File: src/design/tacu_consts.svh
// constants for the terminal adapter command unit
// Overview of operation
// clear-status command 3 clears every status bit masked by word 3
// word 0 read after clear-status shows the cleared status
// five sticky status bits stay set until cleared by command
// word 0 always reads the live primary status
// command 4 sends word 3 scan code to controller unchanged
// send-keystroke clears the key slot free bit
// host sends keystroke only while key slot free reads one
// host checks pending flag before trusting key slot free
// command 5 sends pen row (word 1) and field ident (word 2)
// command 6 signals controller a fresh power-on reset
// command 7 loads watch compare value and mask
// masked compare of new write at watched location sets watch hit
// zero mask captures current value and flags any later change; command 8 snapshots the data at the old watch address
// command 8 loads watch address from words 1 and 2
// host loads address after value and mask, then clears hit
// command 9 loads attention mask; masked rising bits set attention
// any write to 226H sets pending; device clears on acceptance
// attention set by device only, cleared by write to 227H
// read of 227H gives attention bit 7, pending bit 6
// word 0 at 220H selects command; words 1 to 3 carry arguments
// host leaves the array alone while pending is set
// status bits 7 aux,6 watch,5 key free,3 reset,2 cmd,1 mod,0 cursor
// a set condition beats a clear mask on the same bit
// one command at a time; 226H writes ignored while pending
`ifndef TACU_CONSTS_SVH
`define TACU_CONSTS_SVH

// ----------------------------------------
// host i/o ports
// ----------------------------------------
`define TACU_PORT_WORD0     10'h220
`define TACU_PORT_WORD3     10'h223
`define TACU_PORT_CMD_POST  10'h226
`define TACU_PORT_FLAGS     10'h227
`define TACU_FLAG_ATTN_BIT  7
`define TACU_FLAG_PEND_BIT  6

// ----------------------------------------
// primary status bits
// ----------------------------------------
`define TACU_ST_AUX_BIT     7
`define TACU_ST_WATCH_BIT   6
`define TACU_ST_KEYFREE_BIT 5
`define TACU_ST_RESET_BIT   3
`define TACU_ST_CMDIRQ_BIT  2
`define TACU_ST_MOD_BIT     1
`define TACU_ST_CURSOR_BIT  0
`define TACU_ST_USED_MASK   8'hef
`define TACU_ST_RESET_VAL   8'h20

// ----------------------------------------
// command codes
// ----------------------------------------
`define TACU_CMD_CLR_STATUS 8'h03
`define TACU_CMD_SEND_KEY   8'h04
`define TACU_CMD_SEND_PEN   8'h05
`define TACU_CMD_POR        8'h06
`define TACU_CMD_WATCH_DATA 8'h07
`define TACU_CMD_WATCH_ADDR 8'h08
`define TACU_CMD_ATTN_MASK  8'h09

`endif

File: src/design/tacu_pkg.sv
// types and shared functions for the terminal adapter command unit
package tacu_pkg;

  typedef enum logic [1:0] {
    TACU_IDLE,
    TACU_EXEC,
    TACU_DONE
  } tacu_state_t;

  typedef logic [7:0] tacu_byte_t;

  // nonzero where masked bits differ
  function automatic tacu_byte_t tacu_masked_diff(input tacu_byte_t a,
                                                 input tacu_byte_t b,
                                                 input tacu_byte_t m);
    tacu_masked_diff = (a ^ b) & m;
  endfunction

endpackage

File: src/design/tacu_cmd_unit.sv
// terminal adapter command unit: host i/o, command execution, status
`timescale 1ns/1ps
`include "tacu_consts.svh"
module tacu_cmd_unit
(
  input  wire logic        core_clk,
  input  wire logic        resetn,
  input  wire logic [9:0]  io_addr,
  input  wire logic [7:0]  io_wdata,
  input  wire logic        io_wr,
  input  wire logic        io_rd,
  output logic      [7:0]  io_rdata,
  input  wire logic        aux_change_evt,
  input  wire logic        unit_reset_evt,
  input  wire logic        cursor_set_evt,
  input  wire logic        key_slot_taken_evt,
  input  wire logic        buf_write_evt,
  input  wire logic [10:0] buf_wr_addr,
  input  wire logic [7:0]  buf_wr_data,
  input  wire logic [7:0]  watch_cur_data,
  output logic      [10:0] watch_addr,
  output logic      [7:0]  key_code,
  output logic             key_send,
  output logic      [7:0]  pen_row,
  output logic      [7:0]  screen_field_ident,
  output logic             pen_send,
  output logic             por_send,
  output logic             attention_req,
  output logic             cmd_pending
);

  // ----------------------------------------
  // host i/o decode
  // ----------------------------------------
  logic       sel_word;
  logic       sel_post;
  logic       sel_flags;
  logic [1:0] word_idx;
  logic       word_wr;

  assign sel_word  = (io_addr >= `TACU_PORT_WORD0) && (io_addr <= `TACU_PORT_WORD3);
  assign sel_post  = (io_addr == `TACU_PORT_CMD_POST);
  assign sel_flags = (io_addr == `TACU_PORT_FLAGS);
  assign word_idx  = io_addr[1:0];

  // array is frozen while a command runs so arguments stay stable
  assign word_wr = io_wr && sel_word && !cmd_pending;

  // ----------------------------------------
  // shared array
  // ----------------------------------------
  logic [7:0] mem_rdata;
  logic [7:0] word1;
  logic [7:0] word2;
  logic [7:0] word3;

  tacu_word_mem u_mem
  (
    .core_clk (core_clk),
    .resetn   (resetn),
    .wr_en    (word_wr),
    .wr_idx   (word_idx),
    .wr_data  (io_wdata),
    .rd_en    (io_rd && sel_word),
    .rd_idx   (word_idx),
    .rd_data  (mem_rdata),
    .word1    (word1),
    .word2    (word2),
    .word3    (word3)
  );

  // word 0 holds the selector as written; reads show status instead
  logic [7:0] cmd_sel;

  always_ff @(posedge core_clk or negedge resetn)
  begin
    if (!resetn)
      cmd_sel <= 8'h00;
    else if (word_wr && word_idx == 2'd0)
      cmd_sel <= io_wdata;
  end

  // ----------------------------------------
  // command sequencer
  // ----------------------------------------
  tacu_pkg::tacu_state_t state;
  tacu_pkg::tacu_state_t next_state;
  logic                  exec;
  logic                  done;

  assign exec = (state == tacu_pkg::TACU_EXEC);
  assign done = (state == tacu_pkg::TACU_DONE);

  always_comb
  begin
    next_state = state;
    case (state)
      tacu_pkg::TACU_IDLE:
        if (cmd_pending)
          next_state = tacu_pkg::TACU_EXEC;
      tacu_pkg::TACU_EXEC:
        next_state = tacu_pkg::TACU_DONE;
      tacu_pkg::TACU_DONE:
        next_state = tacu_pkg::TACU_IDLE;
      default:
        next_state = tacu_pkg::TACU_IDLE;
    endcase
  end

  always_ff @(posedge core_clk or negedge resetn)
  begin
    if (!resetn)
      state <= tacu_pkg::TACU_IDLE;
    else
      state <= next_state;
  end

  logic do_clr;
  logic do_key;
  logic do_pen;
  logic do_por;
  logic do_wdata;
  logic do_waddr;
  logic do_amask;

  assign do_clr   = exec && (cmd_sel == `TACU_CMD_CLR_STATUS);
  assign do_key   = exec && (cmd_sel == `TACU_CMD_SEND_KEY);
  assign do_pen   = exec && (cmd_sel == `TACU_CMD_SEND_PEN);
  assign do_por   = exec && (cmd_sel == `TACU_CMD_POR);
  assign do_wdata = exec && (cmd_sel == `TACU_CMD_WATCH_DATA);
  assign do_waddr = exec && (cmd_sel == `TACU_CMD_WATCH_ADDR);
  assign do_amask = exec && (cmd_sel == `TACU_CMD_ATTN_MASK);

  // ----------------------------------------
  // handshake flags
  // ----------------------------------------
  always_ff @(posedge core_clk or negedge resetn)
  begin
    if (!resetn)
      cmd_pending <= 1'b0;
    else if (io_wr && sel_post && !cmd_pending)
      cmd_pending <= 1'b1;
    else if (done)
      cmd_pending <= 1'b0;
  end

  // ----------------------------------------
  // controller side outputs
  // ----------------------------------------
  always_ff @(posedge core_clk or negedge resetn)
  begin
    if (!resetn)
    begin
      key_code <= 8'h00;
      key_send <= 1'b0;
    end
    else
    begin
      key_send <= do_key;
      if (do_key)
        key_code <= word3;
    end
  end

  always_ff @(posedge core_clk or negedge resetn)
  begin
    if (!resetn)
    begin
      pen_row            <= 8'h00;
      screen_field_ident <= 8'h00;
      pen_send           <= 1'b0;
    end
    else
    begin
      pen_send <= do_pen;
      if (do_pen)
      begin
        pen_row            <= word1;
        screen_field_ident <= word2;
      end
    end
  end

  always_ff @(posedge core_clk or negedge resetn)
  begin
    if (!resetn)
      por_send <= 1'b0;
    else
      por_send <= do_por;
  end

  // ----------------------------------------
  // watch
  // ----------------------------------------
  logic watch_hit;

  tacu_watch u_watch
  (
    .core_clk    (core_clk),
    .resetn      (resetn),
    .load_data   (do_wdata),
    .cmp_value   (word1),
    .cmp_mask    (word2),
    .load_addr   (do_waddr),
    .new_addr    ({word2[2:0], word1}),
    .cur_data    (watch_cur_data),
    .buf_wr      (buf_write_evt),
    .buf_wr_addr (buf_wr_addr),
    .buf_wr_data (buf_wr_data),
    .watch_addr  (watch_addr),
    .hit         (watch_hit)
  );

  // ----------------------------------------
  // primary status
  // ----------------------------------------
  logic [7:0] status;
  logic [7:0] next_status;
  logic [7:0] set_bits;
  logic [7:0] clr_bits;

  always_comb
  begin
    set_bits = 8'h00;
    set_bits[`TACU_ST_AUX_BIT]     = aux_change_evt;
    set_bits[`TACU_ST_WATCH_BIT]   = watch_hit;
    set_bits[`TACU_ST_KEYFREE_BIT] = key_slot_taken_evt;
    set_bits[`TACU_ST_RESET_BIT]   = unit_reset_evt;
    set_bits[`TACU_ST_CMDIRQ_BIT]  = done;
    set_bits[`TACU_ST_MOD_BIT]     = buf_write_evt;
    set_bits[`TACU_ST_CURSOR_BIT]  = cursor_set_evt;
  end

  always_comb
  begin
    clr_bits = 8'h00;
    if (do_clr)
      clr_bits = word3;
    clr_bits[`TACU_ST_KEYFREE_BIT] = clr_bits[`TACU_ST_KEYFREE_BIT] || do_key;
    // command irq drops when a command begins and rises at its end
    clr_bits[`TACU_ST_CMDIRQ_BIT] = clr_bits[`TACU_ST_CMDIRQ_BIT] || exec;
  end

  // set beats clear so a coincident event is not lost
  assign next_status = ((status & ~clr_bits) | set_bits) & `TACU_ST_USED_MASK;

  always_ff @(posedge core_clk or negedge resetn)
  begin
    if (!resetn)
      status <= `TACU_ST_RESET_VAL;
    else
      status <= next_status;
  end

  // ----------------------------------------
  // attention
  // ----------------------------------------
  logic [7:0] attn_mask;
  logic       attn_rise;

  always_ff @(posedge core_clk or negedge resetn)
  begin
    if (!resetn)
      attn_mask <= 8'h00;
    else if (do_amask)
      attn_mask <= word3;
  end

  assign attn_rise = |(next_status & ~status & attn_mask);

  always_ff @(posedge core_clk or negedge resetn)
  begin
    if (!resetn)
      attention_req <= 1'b0;
    else if (attn_rise)
      attention_req <= 1'b1;
    else if (io_wr && sel_flags)
      attention_req <= 1'b0;
  end

  // ----------------------------------------
  // host read data
  // ----------------------------------------
  logic [1:0] rd_kind;
  logic [7:0] flags_byte;

  localparam logic [1:0] RD_NONE  = 2'd0;
  localparam logic [1:0] RD_STAT  = 2'd1;
  localparam logic [1:0] RD_MEM   = 2'd2;
  localparam logic [1:0] RD_FLAGS = 2'd3;

  always_comb
  begin
    flags_byte = 8'h00;
    flags_byte[`TACU_FLAG_ATTN_BIT] = attention_req;
    flags_byte[`TACU_FLAG_PEND_BIT] = cmd_pending;
  end

  // status and flags are sampled with the read, array data on the same edge inside the word array
  logic [7:0] rd_hold;

  always_ff @(posedge core_clk or negedge resetn)
  begin
    if (!resetn)
    begin
      rd_kind <= RD_NONE;
      rd_hold <= 8'h00;
    end
    else if (io_rd)
    begin
      if (sel_word && word_idx == 2'd0)
      begin
        rd_kind <= RD_STAT;
        rd_hold <= status;
      end
      else if (sel_word)
        rd_kind <= RD_MEM;
      else if (sel_flags)
      begin
        rd_kind <= RD_FLAGS;
        rd_hold <= flags_byte;
      end
      else
      begin
        rd_kind <= RD_NONE;
        rd_hold <= 8'h00;
      end
    end
  end

  always_comb
  begin
    case (rd_kind)
      RD_MEM:   io_rdata = mem_rdata;
      RD_STAT:  io_rdata = rd_hold;
      RD_FLAGS: io_rdata = rd_hold;
      default:  io_rdata = 8'h00;
    endcase
  end

endmodule

File: src/design/tacu_watch.sv
// buffer-location watch: masked compare or change detection
`timescale 1ns/1ps
module tacu_watch
(
  input  wire logic        core_clk,
  input  wire logic        resetn,
  input  wire logic        load_data,
  input  wire logic [7:0]  cmp_value,
  input  wire logic [7:0]  cmp_mask,
  input  wire logic        load_addr,
  input  wire logic [10:0] new_addr,
  input  wire logic [7:0]  cur_data,
  input  wire logic        buf_wr,
  input  wire logic [10:0] buf_wr_addr,
  input  wire logic [7:0]  buf_wr_data,
  output logic      [10:0] watch_addr,
  output logic             hit
);

  logic [7:0] value;
  logic [7:0] mask;
  logic       at_loc;
  logic       zero_mask;

  assign zero_mask = (mask == 8'h00);
  assign at_loc    = buf_wr && (buf_wr_addr == watch_addr);

  always_ff @(posedge core_clk or negedge resetn)
  begin
    if (!resetn)
      mask <= 8'h00;
    else if (load_data)
      mask <= cmp_mask;
  end

  // change mode keeps a snapshot, refreshed on each write to the location
  always_ff @(posedge core_clk or negedge resetn)
  begin
    if (!resetn)
      value <= 8'h00;
    else if (load_data && cmp_mask == 8'h00)
      value <= cur_data;
    else if (load_data)
      value <= cmp_value;
    else if (load_addr && zero_mask)
      value <= cur_data;
    else if (at_loc && zero_mask)
      value <= buf_wr_data;
  end

  always_ff @(posedge core_clk or negedge resetn)
  begin
    if (!resetn)
      watch_addr <= 11'h000;
    else if (load_addr)
      watch_addr <= new_addr;
  end

  always_comb
  begin
    if (zero_mask)
      hit = at_loc && (buf_wr_data != value);
    else
      hit = at_loc && (tacu_pkg::tacu_masked_diff(buf_wr_data, value, mask) == 8'h00);
  end

endmodule

File: src/design/tacu_word_mem.sv
// four-word shared argument array with registered host read
`timescale 1ns/1ps
module tacu_word_mem
(
  input  wire logic       core_clk,
  input  wire logic       resetn,
  input  wire logic       wr_en,
  input  wire logic [1:0] wr_idx,
  input  wire logic [7:0] wr_data,
  input  wire logic       rd_en,
  input  wire logic [1:0] rd_idx,
  output logic      [7:0] rd_data,
  output logic      [7:0] word1,
  output logic      [7:0] word2,
  output logic      [7:0] word3
);

  logic [7:0] mem [0:3];

  always_ff @(posedge core_clk or negedge resetn)
  begin
    if (!resetn)
    begin
      for (int i = 0; i < 4; i++)
        mem[i] <= 8'h00;
    end
    else if (wr_en)
      mem[wr_idx] <= wr_data;
  end

  always_ff @(posedge core_clk or negedge resetn)
  begin
    if (!resetn)
      rd_data <= 8'h00;
    else if (rd_en)
      rd_data <= mem[rd_idx];
  end

  assign word1 = mem[1];
  assign word2 = mem[2];
  assign word3 = mem[3];

endmodule

File: config.mk
export PLATFORM = sky130hd
export DESIGN_NAME = tacu_cmd_unit
export DESIGN_NICKNAME = d
export VERILOG_FILES = /design/src/design/tacu_pkg.sv /design/src/design/tacu_cmd_unit.sv /design/src/design/tacu_watch.sv /design/src/design/tacu_word_mem.sv
export VERILOG_INCLUDE_DIRS = /design/src /design/src/design
export SDC_FILE = /design/constraint.sdc
export NUM_CORES = 1
export LEC_CHECK = 0
export BUFFER_PORTS_ARGS = -buffer_cell sky130_fd_sc_hd__buf_2
export CORE_MARGIN = 1
export CORE_UTILIZATION = 45
export DETAILED_ROUTE_END_ITERATION = 8
export HOLD_SLACK_MARGIN = 0.02
export PLACE_DENSITY = 0.71
export SYNTH_ARGS = -nofsm -noshare
export SYNTH_HDL_FRONTEND = slang
export SYNTH_SLANG_ARGS = --single-unit
File: constraint.sdc
create_clock -name core_clk -period 2.1 [get_ports core_clk]
set_clock_uncertainty 0.1 [all_clocks]
set_input_delay 0.21 -clock core_clk [delete_from_list [all_inputs] [get_ports core_clk]]
set_output_delay 0.21 -clock core_clk [all_outputs]
set_load 0.02 [all_outputs]
* Word level (Yosys, flattened, before mapping)
Index checks and enable logic that the tools add are counted.
** Operators by class
- Order comparisons :: 4
- Eq/ne operators :: 18
- Muxes and demuxes :: 25
- Bitwise gates (word level) :: 9
- Reductions and logical operators :: 37
** Operator list (number)
- $mux W8 :: 11
- $and A8 B8 Y8 :: 4
- $bwmux W32 :: 1
- $eq A8 B3 Y1 const B :: 4
- $logic_not A8 Y1 :: 3
- $logic_and A1 B1 Y1 :: 23
- $eq A10 B10 Y1 const B :: 2
- $bmux W8 S2 :: 1
- $demux W8 S2 :: 1
- $eq A8 B4 Y1 const B :: 2
- $not A8 Y8 :: 2
- $pmux W8 S2 :: 1
- $eq A11 B11 Y1 :: 1
- $ge A10 B10 Y1 const B :: 1
- $le A10 B10 Y1 const B :: 1
- $eq A8 B2 Y1 const B :: 1
- $mux W2 :: 4
- $ne A8 B8 Y1 :: 1
- $or A8 B8 Y8 :: 1
- $reduce_or A8 Y1 :: 1
- $xor A8 B8 Y8 :: 1
- $eq A2 B2 Y1 const B :: 3
- $mux W1 :: 5
- $eq A2 B1 Y1 const B :: 2
- 13 further kinds :: 16
** Storage, ports and cells
- Bits in registers :: 131
- Output and inout port bits :: 48

* Logic depth before layout (Yosys ltp)
- Depth after elaboration :: 11
- Mapped depth :: 8
- Gate-level depth less buffers :: 6

* By module
A second synthesis with hierarchy kept.
** Unflattened totals
- Cells, all modules :: 454
- Area total of the unflattened synthesis :: 6150.9 um2
** By module, submodules not included
- tacu_cmd_unit :: times used 1, cells an instance 200, area an instance 2746.4 um2
- tacu_word_mem :: times used 1, cells an instance 137, area an instance 1899.3 um2
- tacu_watch :: times used 1, cells an instance 117, area an instance 1505.2 um2

* Worst setup path before layout
Ideal clock, no wire load.
- Path type :: register to register
- Start point :: reg u_watch.watch_addr[0]
- End point :: reg u_watch.value[0]
- Library setup time :: 0.123 ns
- Arrival :: 1.831 ns
- Data required time :: 1.877 ns
- Slack :: 0.046 ns
- Stages on the path, launching flop included :: 7
- Path buffers :: 0
- Period minus slack after synthesis :: 2.054 ns
- Cell sequence :: dfrtp_1 > xnor2_1 > nand4_1 > or4_1 > a211oi_2 > or2_1 > a21oi_1
** On the way
- Longest elaborated chain between the ends :: 4
** Ends and longest elaborated chain
- from (decl) :: line tacu_watch.sv:16 : output logic [10:0] watch_addr,
- from (signal assigned) :: line tacu_watch.sv:56 : watch_addr <= new_addr;
- $eq A11 B11 Y1 :: line tacu_watch.sv:26 : assign at_loc = buf_wr && (buf_wr_addr == watch_addr);
- $logic_and A1 B1 Y1 :: line tacu_watch.sv:26
- $logic_and A1 B1 Y1 :: line tacu_watch.sv:47 : else if (at_loc && zero_mask)
- $reduce_bool A4 Y1 (no source line)
- to (signal assigned) :: line tacu_watch.sv:44 : value <= cmp_value;
- to (signal assigned) :: line tacu_watch.sv:46 : value <= cur_data;
- to (signal assigned) :: line tacu_watch.sv:48 : value <= buf_wr_data;
- to (decl) :: line tacu_watch.sv:20 : logic [7:0] value;
Every way passes these cells.
A chain may end at the register's enable or synchronous reset.

* Worst setup path after layout
- Start point :: reg u_watch.watch_addr[5]
- End point :: reg u_watch.value[4]
The elaborated chain is that of the path after synthesis.

==> impl_metrics.tcl <==
set metrics [dict create \
    ys.flop_type "dfrtp_1" \
    busiest_layer "met2" \
    ios 102 \
    min_from "io_addr[5]" \
    tightest_slew_ns 0.512 \
    ant_nets 0 \
    final_common_cell "dfrtp_1" \
    min_period_over_period 1.02 \
    drv_cap 0 \
    hp-class "in -> reg" \
    timing.final.ws_setup_ns -0.0327 \
    fin_nets 718 \
    setup_viol 4 \
    drc 0 \
    drive_gt1_frac 0.422 \
    reg2regPathDepth 9 \
    syn2layout_area_growth_pct 33.1 \
    gp_congestion 0.916 \
    clock_path_buffers 2 \
    status "finished with violations" \
    relSlewSlack 0.657 \
    n_antenna_cell 0 \
    clock_latency_ns 0.41 \
    dr.first_iter.drc_count 295 \
    p_leak_nw 3.89 \
    met1_usage 0.334 \
    overflow 0 \
    cts_buffers 17 \
    avgSynthCellArea_um2 11.5 \
    antenna_found_initial 0 \
    whs_ns 0.0625 \
    holdPathEnd "cmd_pending" \
    vias_per_cell 5.49 \
    grt_pass1_vias 4820 \
    max_freq_mhz 469 \
    hold_violations 0 \
    ir_drop_mv 0.508 \
    dieWidth_um 114 \
    start_util 0.468 \
    route.vias.total 4628 \
    final_cell_mix "dfrtp_1 (119), buf_2 (100), nand2_1 (95)" \
    netlist-cell-type-count 58 \
    ctsRootBufferMaster "clkbuf_16" \
    final_util 0.623 \
    synth-seq-cells 121 \
    period_minus_slack_ns 2.13 \
    hpwlAfterDp_mm 11.2 \
    worstSetupPathType "reg -> reg" \
    startpoint_type "register" \
    h-tree-depth 4 \
    grt_pass1_wl_mm 25.3 \
    track_usage 0.260 \
    synth-edff-count 0 \
    cp_data_arrival_time_ns 2.33 \
    crit_path_start "u_watch.watch_addr[5]" \
    power_mw 5.72 \
    maxSlewViolCount 0 \
    violations "setup timing" \
    reg2reg_slack_ns -0.03 \
    firstDrtPassIters 4 \
    grt_max_degree 58 \
    row_count 40 \
    wl_mm 16.1 \
    ys_warn_count 0 \
    synthCells 495 \
    rsz0062_at_grt "yes" \
    fp.dieArea_um2 13100 \
    whs_path_depth 3 \
    grt_use_met2 0.436 \
    core_area_um2 12200 \
    avgRoutedWirePerCell_um 19.1 \
    use_met3 0.0482 \
    clock_sinks 121 \
    r2r-start "u_watch.watch_addr[5]" \
    synth_nets 549 \
    fin_tns_setup_ns -0.0611 \
    power.density_nw_per_um2 754 \
    synth_area_um2 5690 \
    required_ns 2.29 \
    cp-end-kind "register" \
    path_max_fanout 7 \
    chipHeight_um 114 \
    yosysSeqAreaShare 0.532 \
    reg2reg_to "u_watch.value[4]" \
    synth-async-reset-ratio 1.00 \
    path_clk_slew_ns 0.05 \
    numPortBuffers 101 \
    cts_tree "yes" \
]
==> flip-flops by register name, indices dropped and copies added (netlist names), 2 cells and up <==
register / count
u_mem.word2: 8
u_mem.rd_data: 8
state: 2
u_watch.mask: 8
u_mem.word1: 8
pen_row: 8
rd_hold: 7
attn_mask: 7
key_code: 8
rd_kind: 2
cmd_sel: 8
u_watch.value: 8
u_mem.word3: 8
status: 7
u_watch.watch_addr: 11
screen_field_ident: 8
==> worst max-delay path: stages, from the launching register on <==
cell and delay [ns]:
dfrtp_1 0.42, xnor2_2 0.17, nand4_1 0.16, buf_4 0.17
buf_4 0.12, nor4_2 0.30, buf_4 0.21, a31oi_1 0.08
o21ai_0 0.18, a21oi_1 0.10
==> worst max-delay path by stage <==
| stage | endpoint | slack [ns] |
|---|---|---|
| 3_5_place_dp | u_watch.value[0] | -0.15 |
| 3_3_place_gp | u_watch.value[3] | -0.05 |
| 2_1_floorplan | u_watch.value[0] | 0.05 |
| 4_1_cts | u_watch.value[0] | -0.004 |
| 6_report | u_watch.value[4] | -0.03 |
| 5_1_grt | u_watch.value[5] | -0.13 |
==> stage by stage <==
stage               cells  cell area (um^2)  setup slack, ns
floorplan             495              5690           0.0456
global placement      789              6670          -0.0453
detailed placement    789              6670           -0.152
CTS                   841              7510         -0.00366
global route          843              7580           -0.127
finish                843              7580          -0.0327
==> where the power goes <==
group / internal (mW) / switching (mW) / leakage [nW] / total, mW
Clock: 1.99 / 0.997 / 0.297 / 2.99
Sequential: 2.36 / 0.0348 / 1.65 / 2.39
Combinational: 0.151 / 0.179 / 1.94 / 0.331
==> cells in the mapped netlist, drive strengths merged (8+ instances only) <==
cell type	number	area share
mux4	8	0.032
clkbuf	8	0.0053
nor4	8	0.011
o21ai	12	0.011
xor2	8	0.012
mux2	67	0.13
buf	8	0.0081
nand4	9	0.0099
inv	15	0.0099
a22o	12	0.018
nand2	96	0.064
a21oi	11	0.0097
xnor2	11	0.017
nor2	24	0.018
dfrtp	120	0.53
==> routing by layer <==
metal  vias up  wire length [um]
met5         -                 0
met2       148              8130
li1       2098                 -
met3        39               680
met1      2343              6850
met4         0               476
==> area by class of cell <==
class                   instances  area [um^2]
inverters                      16         60.1
clock inverters                 9          149
flip-flops and latches        121         3030
multi-input cells             342         2620
fillers                       925         4580
clock buffers                  21          450
well taps                     168          210
repair buffers                166         1060
==> what timing repair did <==
item	4_1_cts	5_1_grt
endpoints found under the setup margin	7	26
hold buffers	14	0
hold endpoints to repair	71	0
pin swaps	7	12
gates resized for setup	7	13
buffers inserted	8	2
==> logic make-up (layout without fill, tap and decap cells) <==
logic type / Yosys count / after routing / share of synthesized area
simple gates: 175 / 175 / 0.158
flops: 121 / 121 / 0.532
mux: 82 / 82 / 0.176
compound gates: 66 / 66 / 0.0804
buf+inv: 32 / 212 / 0.0239
xor+xnor: 19 / 19 / 0.0292
Power figures use the tool's default switching activity.
